File: config.mk
export PLATFORM = sky130hd
export DESIGN_NAME = bsu_branch_skip_unit
export DESIGN_NICKNAME = d
export VERILOG_FILES = /design/src/bsu_cmp_flags.sv /design/src/bsu_branch_skip_unit.sv
export SDC_FILE = /design/constraint.sdc
export NUM_CORES = 1
export LEC_CHECK = 0
export BUFFER_PORTS_ARGS = -buffer_cell sky130_fd_sc_hd__buf_2
export CAP_MARGIN = 20
export CORE_UTILIZATION = 51
export DETAILED_ROUTE_END_ITERATION = 8
export PLACE_DENSITY = 0.75
export SYNTH_ARGS = -nofsm -noshare
export SYNTH_HDL_FRONTEND = slang
export SYNTH_SLANG_ARGS = --single-unit
File: constraint.sdc
create_clock -name sys_clk -period 4 [get_ports sys_clk]
set_input_delay 0.8 -clock sys_clk [delete_from_list [all_inputs] [get_ports sys_clk]]
set_output_delay 0.8 -clock sys_clk [all_outputs]
set_load 0.03 [all_outputs]
File: src/bsu_cmp_flags.sv
// Constants of the branch and skip unit, and the flag unit that the compare instructions use.
// Assumes the flag register layout C,Z,N,V,S,H,T,I from bit 0 upward.
package bsu_pkg;
   localparam int PC_W = 16;
   localparam logic [PC_W-1:0] PC_RESET = 16'h0000;
   localparam logic [PC_W-1:0] PC_STEP = 16'h0001;
   localparam logic [PC_W-1:0] SKIP_ONE_WORD = 16'h0002;
   localparam logic [PC_W-1:0] SKIP_TWO_WORDS = 16'h0003;
   localparam int FLAG_C = 0;
   localparam int FLAG_Z = 1;
   localparam int FLAG_N = 2;
   localparam int FLAG_V = 3;
   localparam int FLAG_S = 4;
   localparam int FLAG_H = 5;
   localparam int FLAG_T = 6;
   localparam logic [7:0] FLAGS_RESET = 8'h00;
   localparam logic [1:0] CYC_ONE = 2'h1;
   localparam logic [1:0] CYC_TWO = 2'h2;
   localparam logic [1:0] CYC_THREE = 2'h3;
   localparam logic [15:0] MASK_K12 = 16'hF000;
   localparam logic [15:0] OP_REL_JUMP = 16'hC000;
   localparam logic [15:0] OP_REL_CALL = 16'hD000;
   localparam logic [15:0] MASK_FULL = 16'hFFFF;
   localparam logic [15:0] OP_PTR_JUMP = 16'h9409;
   localparam logic [15:0] OP_PTR_CALL = 16'h9509;
   localparam logic [15:0] MASK_TWO_REG = 16'hFC00;
   localparam logic [15:0] OP_EQ_SKIP = 16'h1000;
   localparam logic [15:0] OP_CMP_REGS = 16'h1400;
   localparam logic [15:0] OP_CMP_BORROW = 16'h0400;
   localparam logic [15:0] OP_CMP_CONST = 16'h3000;
   localparam logic [15:0] MASK_REG_SKIP = 16'hFE08;
   localparam logic [15:0] OP_SKIP_REG_LOW = 16'hFC00;
   localparam logic [15:0] OP_SKIP_REG_HIGH = 16'hFE00;
   localparam logic [15:0] MASK_IO_SKIP = 16'hFF00;
   localparam logic [15:0] OP_SKIP_IO_LOW = 16'h9900;
   localparam logic [15:0] OP_SKIP_IO_HIGH = 16'h9B00;
   localparam logic [15:0] MASK_BRANCH = 16'hFC00;
   localparam logic [15:0] OP_BR_FLAG_HIGH = 16'hF000;
   localparam logic [15:0] OP_BR_FLAG_LOW = 16'hF400;
   localparam logic [15:0] MASK_LONG_MEM = 16'hFC0F;
   localparam logic [15:0] OP_LONG_MEM = 16'h9000;
   localparam logic [15:0] MASK_LONG_JMP = 16'hFE0C;
   localparam logic [15:0] OP_LONG_JMP = 16'h940C;
endpackage

module bsu_cmp_flags
   import bsu_pkg::*;
(
   input wire logic [7:0] op_a,
   input wire logic [7:0] op_b,
   input wire logic use_borrow,
   input wire logic [7:0] flags_in,
   output logic [7:0] flags_out
);
   logic [8:0] diff;
   logic [7:0] r;
   logic borrow;

   always_comb begin
      borrow = use_borrow & flags_in[FLAG_C];
      diff = {1'b0, op_a} - {1'b0, op_b} - {8'h00, borrow};
      r = diff[7:0];
      flags_out = flags_in;
      flags_out[FLAG_C] = diff[8];
      flags_out[FLAG_N] = r[7];
      flags_out[FLAG_V] = (op_a[7] & ~op_b[7] & ~r[7]) | (~op_a[7] & op_b[7] & r[7]);
      flags_out[FLAG_H] = (~op_a[3] & op_b[3]) | (op_b[3] & r[3]) | (r[3] & ~op_a[3]);
      // With borrow, a zero result only keeps Z set so that multi-byte compares chain.
      flags_out[FLAG_Z] = (r == 8'h00) & (~use_borrow | flags_in[FLAG_Z]);
   end
endmodule

File: src/bsu_branch_skip_unit.sv
// Control-flow unit of an 8-bit core: jumps, calls, compares, skips and flag branches.
// Assumes the core presents the operands that the current instruction names in the same cycle.
import bsu_pkg::*;

// Overview of operation
// - Pointer jump loads PC from Z and takes two cycles.
// - Pointer call pushes return address, loads PC from Z, takes three cycles.
// - Equal-then-skip compares registers, flags untouched, skips next instruction when equal.
// - Compares subtract without result, update Z N V C H, one cycle.
// - Skip when selected general register bit is zero, flags untouched.
// - Skip when selected general register bit is one.
// - I/O bit skips test a bit for zero or one and skip.
// - Branch-on-flag-high adds offset plus one when selected flag is one.
// - Branch-on-flag-low adds offset plus one when flag is zero; one or two cycles.
// - Signed at-least branch taken when N xor V is zero.
// - Signed below branch taken when N xor V is one.
// - No-carry and unsigned at-least branch on carry zero; carry branch on one.
// - Unsigned at-least branch adds offset plus one when carry is zero.
// - Half-carry branches test H set or clear, no flag change.
// - Transfer-bit branches test T set or clear.
// - Overflow branches test V, one cycle untaken, two taken.
module bsu_branch_skip_unit
   import bsu_pkg::*;
(
   input wire logic sys_clk,
   input wire logic sys_rst,
   input wire logic instr_valid,
   input wire logic [15:0] instr,
   input wire logic [15:0] next_instr,
   input wire logic [7:0] rd_data,
   input wire logic [7:0] rr_data,
   input wire logic [7:0] io_data,
   input wire logic [15:0] z_ptr,
   input wire logic [7:0] flags_in,
   output logic ready_q,
   output logic [PC_W-1:0] pc_q,
   output logic push_q,
   output logic [PC_W-1:0] push_addr_q,
   output logic flags_we_q,
   output logic [7:0] flags_q
);
   typedef enum logic {BSU_RUN, BSU_HOLD} bsu_state_e;

   typedef struct packed {
      bsu_state_e state;
      logic [1:0] wait_cnt;
      logic ready;
      logic [PC_W-1:0] pc;
      logic push;
      logic [PC_W-1:0] push_addr;
      logic flags_we;
      logic [7:0] flags;
   } bsu_st_s;

   bsu_st_s st_q;
   bsu_st_s st_d;

   function automatic logic op_is(input logic [15:0] word, input logic [15:0] mask, input logic [15:0] val);
      op_is = (word & mask) == val;
   endfunction

   logic accept;
   logic is_relative_jump, is_relative_call, is_pointer_jump, is_pointer_call, is_equal_then_skip, is_cp, is_cpc, is_cpi;
   logic is_skip_on_reg_bit_low, is_skip_on_reg_bit_high, is_skip_on_io_bit_low, is_skip_on_io_bit_high, is_branch_on_flag_high, is_branch_on_flag_low;
   logic next_two;
   logic [7:0] live_flags;
   logic [7:0] cond_flags;
   logic [7:0] cmp_flags;
   logic [7:0] cmp_b;
   logic [PC_W-1:0] pc_inc;
   logic [PC_W-1:0] rel12;
   logic [PC_W-1:0] rel7;
   logic skip_cond;
   logic br_flag;

   assign accept = st_q.ready & instr_valid;
   assign is_relative_jump = op_is(instr, MASK_K12, OP_REL_JUMP);
   assign is_relative_call = op_is(instr, MASK_K12, OP_REL_CALL);
   assign is_pointer_jump = op_is(instr, MASK_FULL, OP_PTR_JUMP);
   assign is_pointer_call = op_is(instr, MASK_FULL, OP_PTR_CALL);
   assign is_equal_then_skip = op_is(instr, MASK_TWO_REG, OP_EQ_SKIP);
   assign is_cp = op_is(instr, MASK_TWO_REG, OP_CMP_REGS);
   assign is_cpc = op_is(instr, MASK_TWO_REG, OP_CMP_BORROW);
   assign is_cpi = op_is(instr, MASK_K12, OP_CMP_CONST);
   assign is_skip_on_reg_bit_low = op_is(instr, MASK_REG_SKIP, OP_SKIP_REG_LOW);
   assign is_skip_on_reg_bit_high = op_is(instr, MASK_REG_SKIP, OP_SKIP_REG_HIGH);
   assign is_skip_on_io_bit_low = op_is(instr, MASK_IO_SKIP, OP_SKIP_IO_LOW);
   assign is_skip_on_io_bit_high = op_is(instr, MASK_IO_SKIP, OP_SKIP_IO_HIGH);
   assign is_branch_on_flag_high = op_is(instr, MASK_BRANCH, OP_BR_FLAG_HIGH);
   assign is_branch_on_flag_low = op_is(instr, MASK_BRANCH, OP_BR_FLAG_LOW);
   // A skipped instruction is two words long when it is a long load/store or a long jump/call.
   assign next_two = op_is(next_instr, MASK_LONG_MEM, OP_LONG_MEM) | op_is(next_instr, MASK_LONG_JMP, OP_LONG_JMP);

   // Flags written by a compare in the previous cycle are forwarded to the branch that follows.
   assign live_flags = st_q.flags_we ? st_q.flags : flags_in;
   always_comb begin
      cond_flags = live_flags;
      cond_flags[FLAG_S] = live_flags[FLAG_N] ^ live_flags[FLAG_V];
   end

   assign pc_inc = st_q.pc + PC_STEP;
   assign rel12 = {{4{instr[11]}}, instr[11:0]};
   assign rel7 = {{9{instr[9]}}, instr[9:3]};
   assign cmp_b = is_cpi ? {instr[11:8], instr[3:0]} : rr_data;

   bsu_cmp_flags u_cmp (
      .op_a(rd_data),
      .op_b(cmp_b),
      .use_borrow(is_cpc),
      .flags_in(live_flags),
      .flags_out(cmp_flags)
   );

   always_comb begin
      skip_cond = 1'b0;
      if (is_equal_then_skip) begin
         skip_cond = rd_data == rr_data;
      end else if (is_skip_on_reg_bit_low) begin
         skip_cond = ~rd_data[instr[2:0]];
      end else if (is_skip_on_reg_bit_high) begin
         skip_cond = rd_data[instr[2:0]];
      end else if (is_skip_on_io_bit_low) begin
         skip_cond = ~io_data[instr[2:0]];
      end else if (is_skip_on_io_bit_high) begin
         skip_cond = io_data[instr[2:0]];
      end
      // Branch aliases on C, H, T, V and S all reduce to one flag bit and a polarity.
      br_flag = cond_flags[instr[2:0]];
   end

   always_comb begin
      st_d = st_q;
      st_d.push = 1'b0;
      st_d.flags_we = 1'b0;
      case (st_q.state)
         BSU_RUN: begin
            if (instr_valid) begin
               st_d.pc = pc_inc;
               if (is_relative_jump) begin
                  st_d.pc = pc_inc + rel12;
                  st_d.wait_cnt = CYC_TWO - CYC_ONE;
               end else if (is_relative_call) begin
                  st_d.pc = pc_inc + rel12;
                  st_d.push = 1'b1;
                  st_d.push_addr = pc_inc;
                  st_d.wait_cnt = CYC_THREE - CYC_ONE;
               end else if (is_pointer_jump) begin
                  st_d.pc = z_ptr;
                  st_d.wait_cnt = CYC_TWO - CYC_ONE;
               end else if (is_pointer_call) begin
                  st_d.pc = z_ptr;
                  st_d.push = 1'b1;
                  st_d.push_addr = pc_inc;
                  st_d.wait_cnt = CYC_THREE - CYC_ONE;
               end else if (is_cp | is_cpc | is_cpi) begin
                  st_d.flags = cmp_flags;
                  st_d.flags_we = 1'b1;
                  st_d.wait_cnt = 2'h0;
               end else if (is_equal_then_skip | is_skip_on_reg_bit_low | is_skip_on_reg_bit_high | is_skip_on_io_bit_low | is_skip_on_io_bit_high) begin
                  if (skip_cond) begin
                     st_d.pc = st_q.pc + (next_two ? SKIP_TWO_WORDS : SKIP_ONE_WORD);
                     st_d.wait_cnt = next_two ? CYC_THREE - CYC_ONE : CYC_TWO - CYC_ONE;
                  end else begin
                     st_d.wait_cnt = 2'h0;
                  end
               end else if ((is_branch_on_flag_high & br_flag) | (is_branch_on_flag_low & ~br_flag)) begin
                  st_d.pc = pc_inc + rel7;
                  st_d.wait_cnt = CYC_TWO - CYC_ONE;
               end else begin
                  st_d.wait_cnt = 2'h0;
               end
               if (st_d.wait_cnt != 2'h0) begin
                  st_d.state = BSU_HOLD;
                  st_d.ready = 1'b0;
               end
            end
         end
         BSU_HOLD: begin
            st_d.wait_cnt = st_q.wait_cnt - 2'h1;
            if (st_q.wait_cnt == 2'h1) begin
               st_d.state = BSU_RUN;
               st_d.ready = 1'b1;
            end
         end
         default: begin
            st_d.state = BSU_RUN;
            st_d.ready = 1'b1;
         end
      endcase
   end

   always_ff @(posedge sys_clk) begin
      if (sys_rst) begin
         st_q.state <= BSU_RUN;
         st_q.wait_cnt <= 2'h0;
         st_q.ready <= 1'b1;
         st_q.pc <= PC_RESET;
         st_q.push <= 1'b0;
         st_q.push_addr <= PC_RESET;
         st_q.flags_we <= 1'b0;
         st_q.flags <= FLAGS_RESET;
      end else begin
         st_q <= st_d;
      end
   end

   assign ready_q = st_q.ready;
   assign pc_q = st_q.pc;
   assign push_q = st_q.push;
   assign push_addr_q = st_q.push_addr;
   assign flags_we_q = st_q.flags_we;
   assign flags_q = st_q.flags;
endmodule

==> results of run 1 <==
==> cell families (layout without fill, tap and decap cells) <==
family | after synthesis | count (layout) | share of synthesized area
fa+ha+maj | 57 | 57 | 0.130
mux | 28 | 28 | 0.0650
xor+xnor | 60 | 60 | 0.0922
simple gates | 245 | 245 | 0.206
compound gates | 203 | 203 | 0.242
flops | 46 | 46 | 0.162
buf+inv | 109 | 194 | 0.102
==> sequential cells by signal, indices dropped and copies added (netlist names) <==
signal	count
push_q	1
flags_we_q	1
pc_q	16
flags_q	8
st_q	3
ready_q	1
push_addr_q	16
==> synthesized netlist by cell type, types with 4 or more instances <==
master    instances
mux2_2            9
o21ai_0          37
a21o_1           17
a22oi_1           5
fa_1              4
nand3_1           8
or3_1             5
ha_1             53
o22ai_1           7
a221o_1           7
nor3_1           28
dfxtp_1          46
or2_2             4
and3_1            8
nor2b_1           7
mux2i_1          13
a21oi_1          50
clkbuf_1         23
buf_4            41
mux4_2            5
nand2_1          51
a211oi_1         14
xor2_1           27
o211ai_1          8
o221ai_1          5
o21a_1            8
nor2_1           87
nor4_1            7
buf_2             5
xnor2_1          33
inv_1            37
nand2b_1         14
a31oi_1           6
a221oi_1          6
a311oi_1          5
nand4_1           8
==> how the worst max path moves through the flow <==
stage	startpoint	endpoint	cells after the start
floorplan	instr[15]	flags_q[3]	15
global placement	instr[15]	flags_q[3]	16
detailed placement	instr[15]	flags_q[1]	14
CTS	instr[15]	flags_q[1]	14
global route	instr[15]	flags_q[0]	16
finish	instr[15]	flags_q[1]	14
==> cell type report <==
type / count / area, um2 / share of cell area
Inverter: 37 / 139 / 0.0219
Timing Repair Buffer: 149 / 818 / 0.129
Clock inverter: 3 / 21.3 / 0.00335
Clock buffer: 5 / 68.8 / 0.0109
Sequential cell: 46 / 921 / 0.145
Tap cell: 140 / 175 / 0.0276
Multi-Input combinational cell: 593 / 4200 / 0.662
==> critical path, stage by stage <==
cell and delay [ns]:
buf_2 0.11, or2_2 0.32, nor2_2 0.14, buf_4 0.19
mux2_2 0.35, ha_1 0.27, inv_1 0.04, ha_1 0.34
a21oi_1 0.23, nor2b_1 0.11, o21a_1 0.19, or3_1 0.31
a2111o_1 0.42, a21oi_1 0.15
==> layer usage <==
metal  wire [um]  track usage  vias to the layer above
met1        7080        0.360                     2820
li1            -            -                     2844
met4         854        0.163                        0
met5           0            0                        -
met2        8370        0.540                      306
met3        1310       0.0478                       81
==> power by group <==
part           switching, mW  total, mW  internal [mW]
Sequential            0.0312      0.511          0.480
Combinational          0.428      0.740          0.312
Clock                  0.180      0.303          0.123
Total                  0.639       1.55          0.915
==> stage by stage <==
step / worst slack [ns] / cell area (um2)
CTS: 0.325 / 6340
global route: 0.0636 / 6340
detailed placement: -0.00866 / 6250
global placement: 0.101 / 6250
floorplan: 0.116 / 5700
finish: 0.294 / 6340
==> results.cfg, run 1 <==
[outcome]
outcome = completed

[worst_setup_path]
cp-end-kind = flip-flop
rrSetupSlack_ns = 0.35
worst_setup_path_start_kind = primary input
arrival_ns = 3.96
reg2reg_depth = 15
required_ns = 4.25
crit_type = in -> reg
timing.rr.end = pc_q[13]
path_max_fanout = 7
r2r_start = pc_q[3]

[placement]
place_inst = 965
hpwl_mm = 13.9
portBuffers = 120
place.gp.congestion = 0.963

[finish]
nets = 972
post-route-util = 0.583
diodes = 0
mostFrequentLayoutCell = buf_2
n_fill_cell = 1039
final_cells = 973
layout_common_cells = buf_2, nor2_1, ha_1, nand2_1, a21oi_1
drive_gt1_frac = 0.220
area_growth_pct = 11.2

[global_routing]
grt.total_usage = 0.309
grt_max_degree = 29
grt_overflow = 0
grt_pass1_wl_mm = 28.1
antenna_found_initial = 0
grt_pass1_vias = 5864

[floorplanning]
die_width_um = 108
core_mm2 = 0.0109
ioPinCount = 126
die_y_um = 108
die_area_mm2 = 0.0116
fp-row-count = 38
start_util = 0.524

[clock_tree]
cts_max_path_buffers = 2
cts_made_buffers = 5
cts-resized-gates = 0
cts_tree = yes
clock_sinks = 46
hold_buffers = 0
cts-root-buf = clkbuf_8
cts_setup_buffers = 0
htree_levels = 2
path_clk_slew_ns = 0.08
clock_latency_ns = 0.33

[sta]
whs_ns = 0.456
fin_crit_sh = 0.927
rsz0062_at_grt = false
slew_headroom = 0.396
drv_slew = 0
fin_skew_ns = 0.0181
setup-tns-final_ns = 0
max_slew.worst_pin.slew_ns = 0.901
max_freq_mhz = 270
fin_crit_ns = 3.71
finalSetupViolCount = 0
hold_viol_final = 0

[worst_hold_path]
hp-start = push_addr_q[1]
hold_depth = 2
hold_end = push_addr_q[1]
min_path_type = reg -> reg

[synthesis]
yosys_most_used_dff = dfxtp_1
synth_area_leader_cell = dfxtp_1
syn-cell-area_mm2 = 0.00570
ys_types = 68
synth_area_leaders = dfxtp_1, ha_1, nor2_1, buf_4, xnor2_1
yosysSeqAreaShare = 0.162
synth_nets = 888
synth_edf_count = 0
ys_ff_latch = 46
synthDominantCellAreaShare = 0.162
synth.avg_cell_area_um2 = 7.62
netlist_instances = 748
async_flop_share = 0
yosys_warnings = 0

[route]
first_pass_iters = 6
via_per_inst = 6.22
antenna_left = 0
wire_per_inst_um = 18.1
drt_wl_total_mm = 17.6
num_vias = 6051
drt_iter0_markers = 463
remaining_drc_errors = 0

[pwr]
fin_total_pwr_mw = 1.55
powerDensity_mw_per_mm2 = 245
vdd_drop_max_uv = 143
leakagePower_nw = 2.90

[flow_run]
cap_violations = 0
Power figures use the tool's default switching activity.
==> run 2, diff against run 1 <==
Settings changed: CORE_UTILIZATION 51 to 52, CTS_BUF_LIST set to sky130_fd_sc_hd__clkbuf_4 sky130_fd_sc_hd__clkbuf_8, PLACE_DENSITY 0.75 to 0.76.
==> run 2 against run 1 <==
Critical path depth grew 1. Worst setup slack gained 0.025 ns. Register-to-register slack lost 0.03 ns. Fmax grew 0.68%. Via count grew 0.23%. Largest power group unchanged.
==> results.cfg, run 2 (same netlist as run 1, synthesis figures left out) <==
[route]
via_per_inst = 6.25
remaining_drc_errors = 0
first_pass_iters = 5
drt_wl_total_mm = 17.9
antenna_left = 0
wire_per_inst_um = 18.5
num_vias = 6065
drt_iter0_markers = 446

[placement]
portBuffers = 120
place.gp.congestion = 0.931
place_inst = 963
hpwl_mm = 13.9
dp_slack_ns = 0.100
place_area_mm2 = 0.00626

[sta]
finalSetupViolCount = 0
fin_skew_ns = 0.00863
max_freq_mhz = 272
setup-tns-final_ns = 0
rsz0062_at_grt = false
hold_viol_final = 0
fin_crit_ns = 3.68
max_slew.worst_pin.slew_ns = 0.870
slew_headroom = 0.418
drv_slew = 0
fin_crit_sh = 0.920
setup_slack_ns = 0.319

[finish]
fin_area_mm2 = 0.00639
area_growth_pct = 12.0
diodes = 0
layout_common_cells = buf_2, nor2_1, ha_1, nand2_1, a21oi_1
n_fill_cell = 990
drive_gt1_frac = 0.225
mostFrequentLayoutCell = buf_2
nets = 974
post-route-util = 0.610
final_cells = 971

[pwr]
leakagePower_nw = 2.93
powerDensity_mw_per_mm2 = 255
intPower_mw = 0.982
vdd_drop_max_uv = 240
p_clk_frac = 0.228
p_comb_frac = 0.460
p_sw_mw = 0.643
seq_power_share = 0.312
sw_frac_of_total = 0.396

[global_routing]
grt_overflow = 0
grt_max_degree = 28
antenna_found_initial = 0
grt_pass1_vias = 5894
grt.total_usage = 0.315
grt_pass1_wl_mm = 28.7

[worst_setup_path]
required_ns = 4.24
endpoint = pc_q[13]
cp-end-kind = flip-flop
crit_start = pc_q[4]
timing.rr.end = pc_q[13]
r2r_start = pc_q[4]
path_max_fanout = 6
arrival_ns = 3.92
reg2reg_depth = 15
crit_type = reg -> reg
worst_setup_path_start_kind = flip-flop
rrSetupSlack_ns = 0.32

[clock_tree]
cts-root-buf = clkbuf_8
cts_max_path_buffers = 2
cts_setup_buffers = 0
clock_sinks = 46
cts_tree = yes
htree_levels = 2
path_clk_slew_ns = 0.10
cts_made_buffers = 5
clock_latency_ns = 0.31

[floorplanning]
core_mm2 = 0.0105
ioPinCount = 126
fp-row-count = 37
die_y_um = 107
die_width_um = 107
start_util = 0.545
die_area_mm2 = 0.0114

[flow_run]
cap_violations = 0

[worst_hold_path]
min_path_type = reg -> reg

[outcome]
outcome = completed
## run 2: cell count changes in the layout (fill, tap and decap cells not counted)
cell / delta
buf_4: +2
dfxtp_1: -1
a2111oi_1: +1
clkinv_4: -1
bufinv_16: +1
and3_2: +1
dfxtp_2: +1
inv_6: +1
and3_1: -1
xnor2_2: +1
clkinvlp_4: -1
a2111oi_0: -1
xnor2_1: -1
## run 2: through the flow
step	power, mW	hold slack (ns)
2_1_floorplan	1.05	0.437
3_3_place_gp	1.22	0.442
3_5_place_dp	1.24	0.447
4_1_cts	1.61	0.461
5_1_grt	1.72	0.482
6_report	1.63	0.460
## run 2: how the worst min path moves through the flow
stage / startpoint / to / cells past startpoint
after floorplan: push_addr_q[1] / push_addr_q[1] / 2
after global placement: push_addr_q[3] / push_addr_q[3] / 2
after detailed placement: push_addr_q[1] / push_addr_q[1] / 2
after CTS: push_addr_q[1] / push_addr_q[1] / 2
after global routing: push_addr_q[1] / push_addr_q[1] / 2
final: push_addr_q[3] / push_addr_q[3] / 2
## run 2: what timing repair did
action,CTS,global route
endpoints found under the setup margin,0,2
hold buffers,0,0
resized for setup,0,4
## run 2: power by group through the flow
stage	combinational (mW)	sequential [mW]	clock (mW)
after floorplan	0.538	0.510	0
after global placement	0.704	0.516	0
after detailed placement	0.728	0.517	0
after CTS	0.734	0.506	0.373
after global routing	0.814	0.511	0.393
final	0.748	0.508	0.370
## run 2: cell type report
cell class	instances	area [um2]	share of cell area
Clock buffer	5	68.8	0.0108
Clock inverter	3	43.8	0.00686
Inverter	37	139	0.0217
Multi-Input combinational cell	593	4210	0.659
Sequential cell	46	922	0.144
Tap cell	136	170	0.0266
Timing Repair Buffer	151	833	0.130
## run 2: worst max-delay path, cell delays in order, from the launching register on
cell	delay, ns
dfxtp_1	0.43
and3_2	0.27
and3_1	0.29
nand3_1	0.14
xnor2_1	0.26
ha_1	0.34
a21o_1	0.21
a21o_1	0.18
a21oi_1	0.12
o21ai_0	0.19
buf_4	0.21
a2111oi_1	0.44
a31oi_1	0.08
a21boi_0	0.24
nor3_1	0.10
o22ai_1	0.12
## run 2: per-layer routing
layer,up-vias,GRT usage,routed length [um]
li1,2846,-,-
met1,2821,0.389,7370
met2,318,0.538,8350
met3,80,0.0383,1340
met4,0,0.159,854
met5,-,0,0
==> run 3, diff against run 2 <==
Settings changed: CORE_UTILIZATION 52 to 48, PLACE_DENSITY 0.76 to 0.71.
==> run 3 against run 2 <==
The flow now finishes with violations (DRC). Flip-flop and latch count stayed put. Hold slack better by 0.0041 ns. Fmax is 2.7% lower. Sequential share of layout area hardly changed. Power is 0.86% lower. Critical path type unchanged. Largest power group unchanged.
==> results.cfg, run 3 (same netlist as run 1, synthesis figures left out) <==
[sta]
drv_slew = 0
setup-tns-final_ns = 0
fin_skew_ns = 0.00819
rsz0062_at_grt = false
max_freq_mhz = 264
finalSetupViolCount = 0
setup_slack_ns = 0.216
fin_crit_sh = 0.946
max_slew.worst_pin.slew_ns = 0.877
hold_viol_final = 0
slew_headroom = 0.414
fin_crit_ns = 3.78

[finish]
mostFrequentLayoutCell = buf_2
diodes = 0
drive_gt1_frac = 0.223
area_growth_pct = 11.9
final_cells = 978
nets = 974
layout_common_cells = buf_2, nor2_1, ha_1, nand2_1, a21oi_1

[global_routing]
grt_max_degree = 28
grt.total_usage = 0.290
antenna_found_initial = 0
use_met3 = 0.0470
grt.busiest_layer = met2
grt_pass1_wl_mm = 28.7
gr-usage-met1 = 0.342
grt_overflow = 0
grt_pass1_vias = 5975
use_met2 = 0.499

[worst_setup_path]
crit_path_frequent_cell = a21o_1
worst_setup_path_start_kind = flip-flop
arrival_ns = 4.02
cp_slowest_cell = a2111oi_0
cp_top_family = compound AO/OA/AOI/OAI gates
r2r_start = pc_q[3]
rrSetupSlack_ns = 0.22
slowest_delay_ns = 0.59
crit_type = reg -> reg
required_ns = 4.24
cp-end-kind = flip-flop
path_max_fanout = 7
crit_buf_inv = 0
crit_chain = and3_2, and3_1, nand3_1, xnor2_1, ha_1, a21o_1, a21o_1, a21oi_1, o21ai_1, a2111oi_0, a31oi_1, a21boi_0, nor3_1, o22ai_1
timing.rr.end = pc_q[13]
reg2reg_depth = 14

[worst_hold_path]
hold_depth = 2
hp-start = push_addr_q[1]
hold_end = push_addr_q[1]
min_path_type = reg -> reg

[floorplanning]
ioPinCount = 126
core_mm2 = 0.0115
fp-row-count = 39
start_util = 0.495
die_y_um = 111
die_width_um = 111
die_area_mm2 = 0.0123

[route]
drt_iter0_markers = 483
first_pass_iters = 7
drt_wl_total_mm = 17.8
wire_per_inst_um = 18.2
remaining_drc_errors = 6
antenna_left = 0
num_vias = 6021
via_per_inst = 6.16

[clock_tree]
cts-resized-gates = 0
clock_latency_ns = 0.31
cts-root-buf = clkbuf_8
cts_tree = yes
cts_made_buffers = 5
clock_sinks = 46
cts_setup_buffers = 0
htree_levels = 2
cts_max_path_buffers = 2
path_clk_slew_ns = 0.10
hold_buffers = 0

[outcome]
outcome = finished, violations left
violations = DRC

[pwr]
p_comb_frac = 0.462
leakagePower_nw = 2.92
p_clk_frac = 0.222
intPower_mw = 0.979
p_sw_mw = 0.633
powerDensity_mw_per_mm2 = 253
sw_frac_of_total = 0.393
vdd_drop_max_uv = 143
fin_total_pwr_mw = 1.61
seq_power_share = 0.316

[placement]
place.gp.congestion = 0.956
dp_slack_ns = 0.0857
hpwl_mm = 14.0
portBuffers = 120
place_inst = 970

[flow_run]
cap_violations = 0
[run 3: cell count changes in the layout (fill, tap and decap cells not counted)]
cell	change
a2111oi_0	+1
a2111oi_1	-1
clkinv_2	+1
dfxtp_1	+1
dfxtp_2	-1
inv_6	-1
o21ai_0	-1
o21ai_1	+1
xnor2_1	+1
xnor2_2	-1
[run 3: worst reg2reg max path: cells and delay by family, from the launching register on]
family                     cells  cell delay [ns]
AOI/OAI and AO/OA              8             1.82
and+or+nand+nor                4             0.84
DFF                            1             0.47
adders and majority gates      1             0.34
xor gates and xnor gates       1             0.25
[run 3: layer usage]
layer | up-vias | routed length (um)
met4 | 0 | 869
met1 | 2802 | 7140
met2 | 293 | 8520
met5 | - | 0
met3 | 80 | 1320
li1 | 2846 | -
[run 3: worst max-delay path by stage]
stage / start / slack, ns / to / cells past startpoint
floorplan: instr[15] / 0.12 / flags_q[3] / 15
global placement: instr[15] / 0.11 / flags_q[3] / 16
detailed placement: instr[15] / 0.09 / flags_q[3] / 16
CTS: pc_q[3] / 0.24 / pc_q[15] / 14
global route: pc_q[3] / 0.02 / pc_q[15] / 14
finish: pc_q[3] / 0.22 / pc_q[13] / 14
[run 3: cell type report]
class | count | area, um2
inverters | 37 | 139
well taps | 143 | 179
clock inverters | 3 | 40.0
multi-input cells | 593 | 4200
clock buffers | 5 | 68.8
fillers | 1083 | 5130
repair buffers | 151 | 833
flip-flops and latches | 46 | 921
[run 3: power by group through the flow]
| stage | logic, mW | clock network (mW) | registers [mW] |
|---|---|---|---|
| after floorplan | 0.538 | 0 | 0.510 |
| after global placement | 0.707 | 0 | 0.517 |
| after detailed placement | 0.728 | 0 | 0.518 |
| after CTS | 0.733 | 0.361 | 0.508 |
| after global routing | 0.808 | 0.382 | 0.512 |
| final | 0.745 | 0.358 | 0.508 |
[run 3: stage by stage]
| stage | hold slack, ns | utilization | area (um2) |
|---|---|---|---|
| 6_report | 0.464 | 0.554 | 6380 |
| 5_1_grt | 0.488 | 0.554 | 6380 |
| 3_5_place_dp | 0.450 | 0.545 | 6270 |
| 2_1_floorplan | 0.437 | - | 5700 |
| 4_1_cts | 0.464 | 0.554 | 6380 |
| 3_3_place_gp | 0.442 | 0.545 | 6270 |
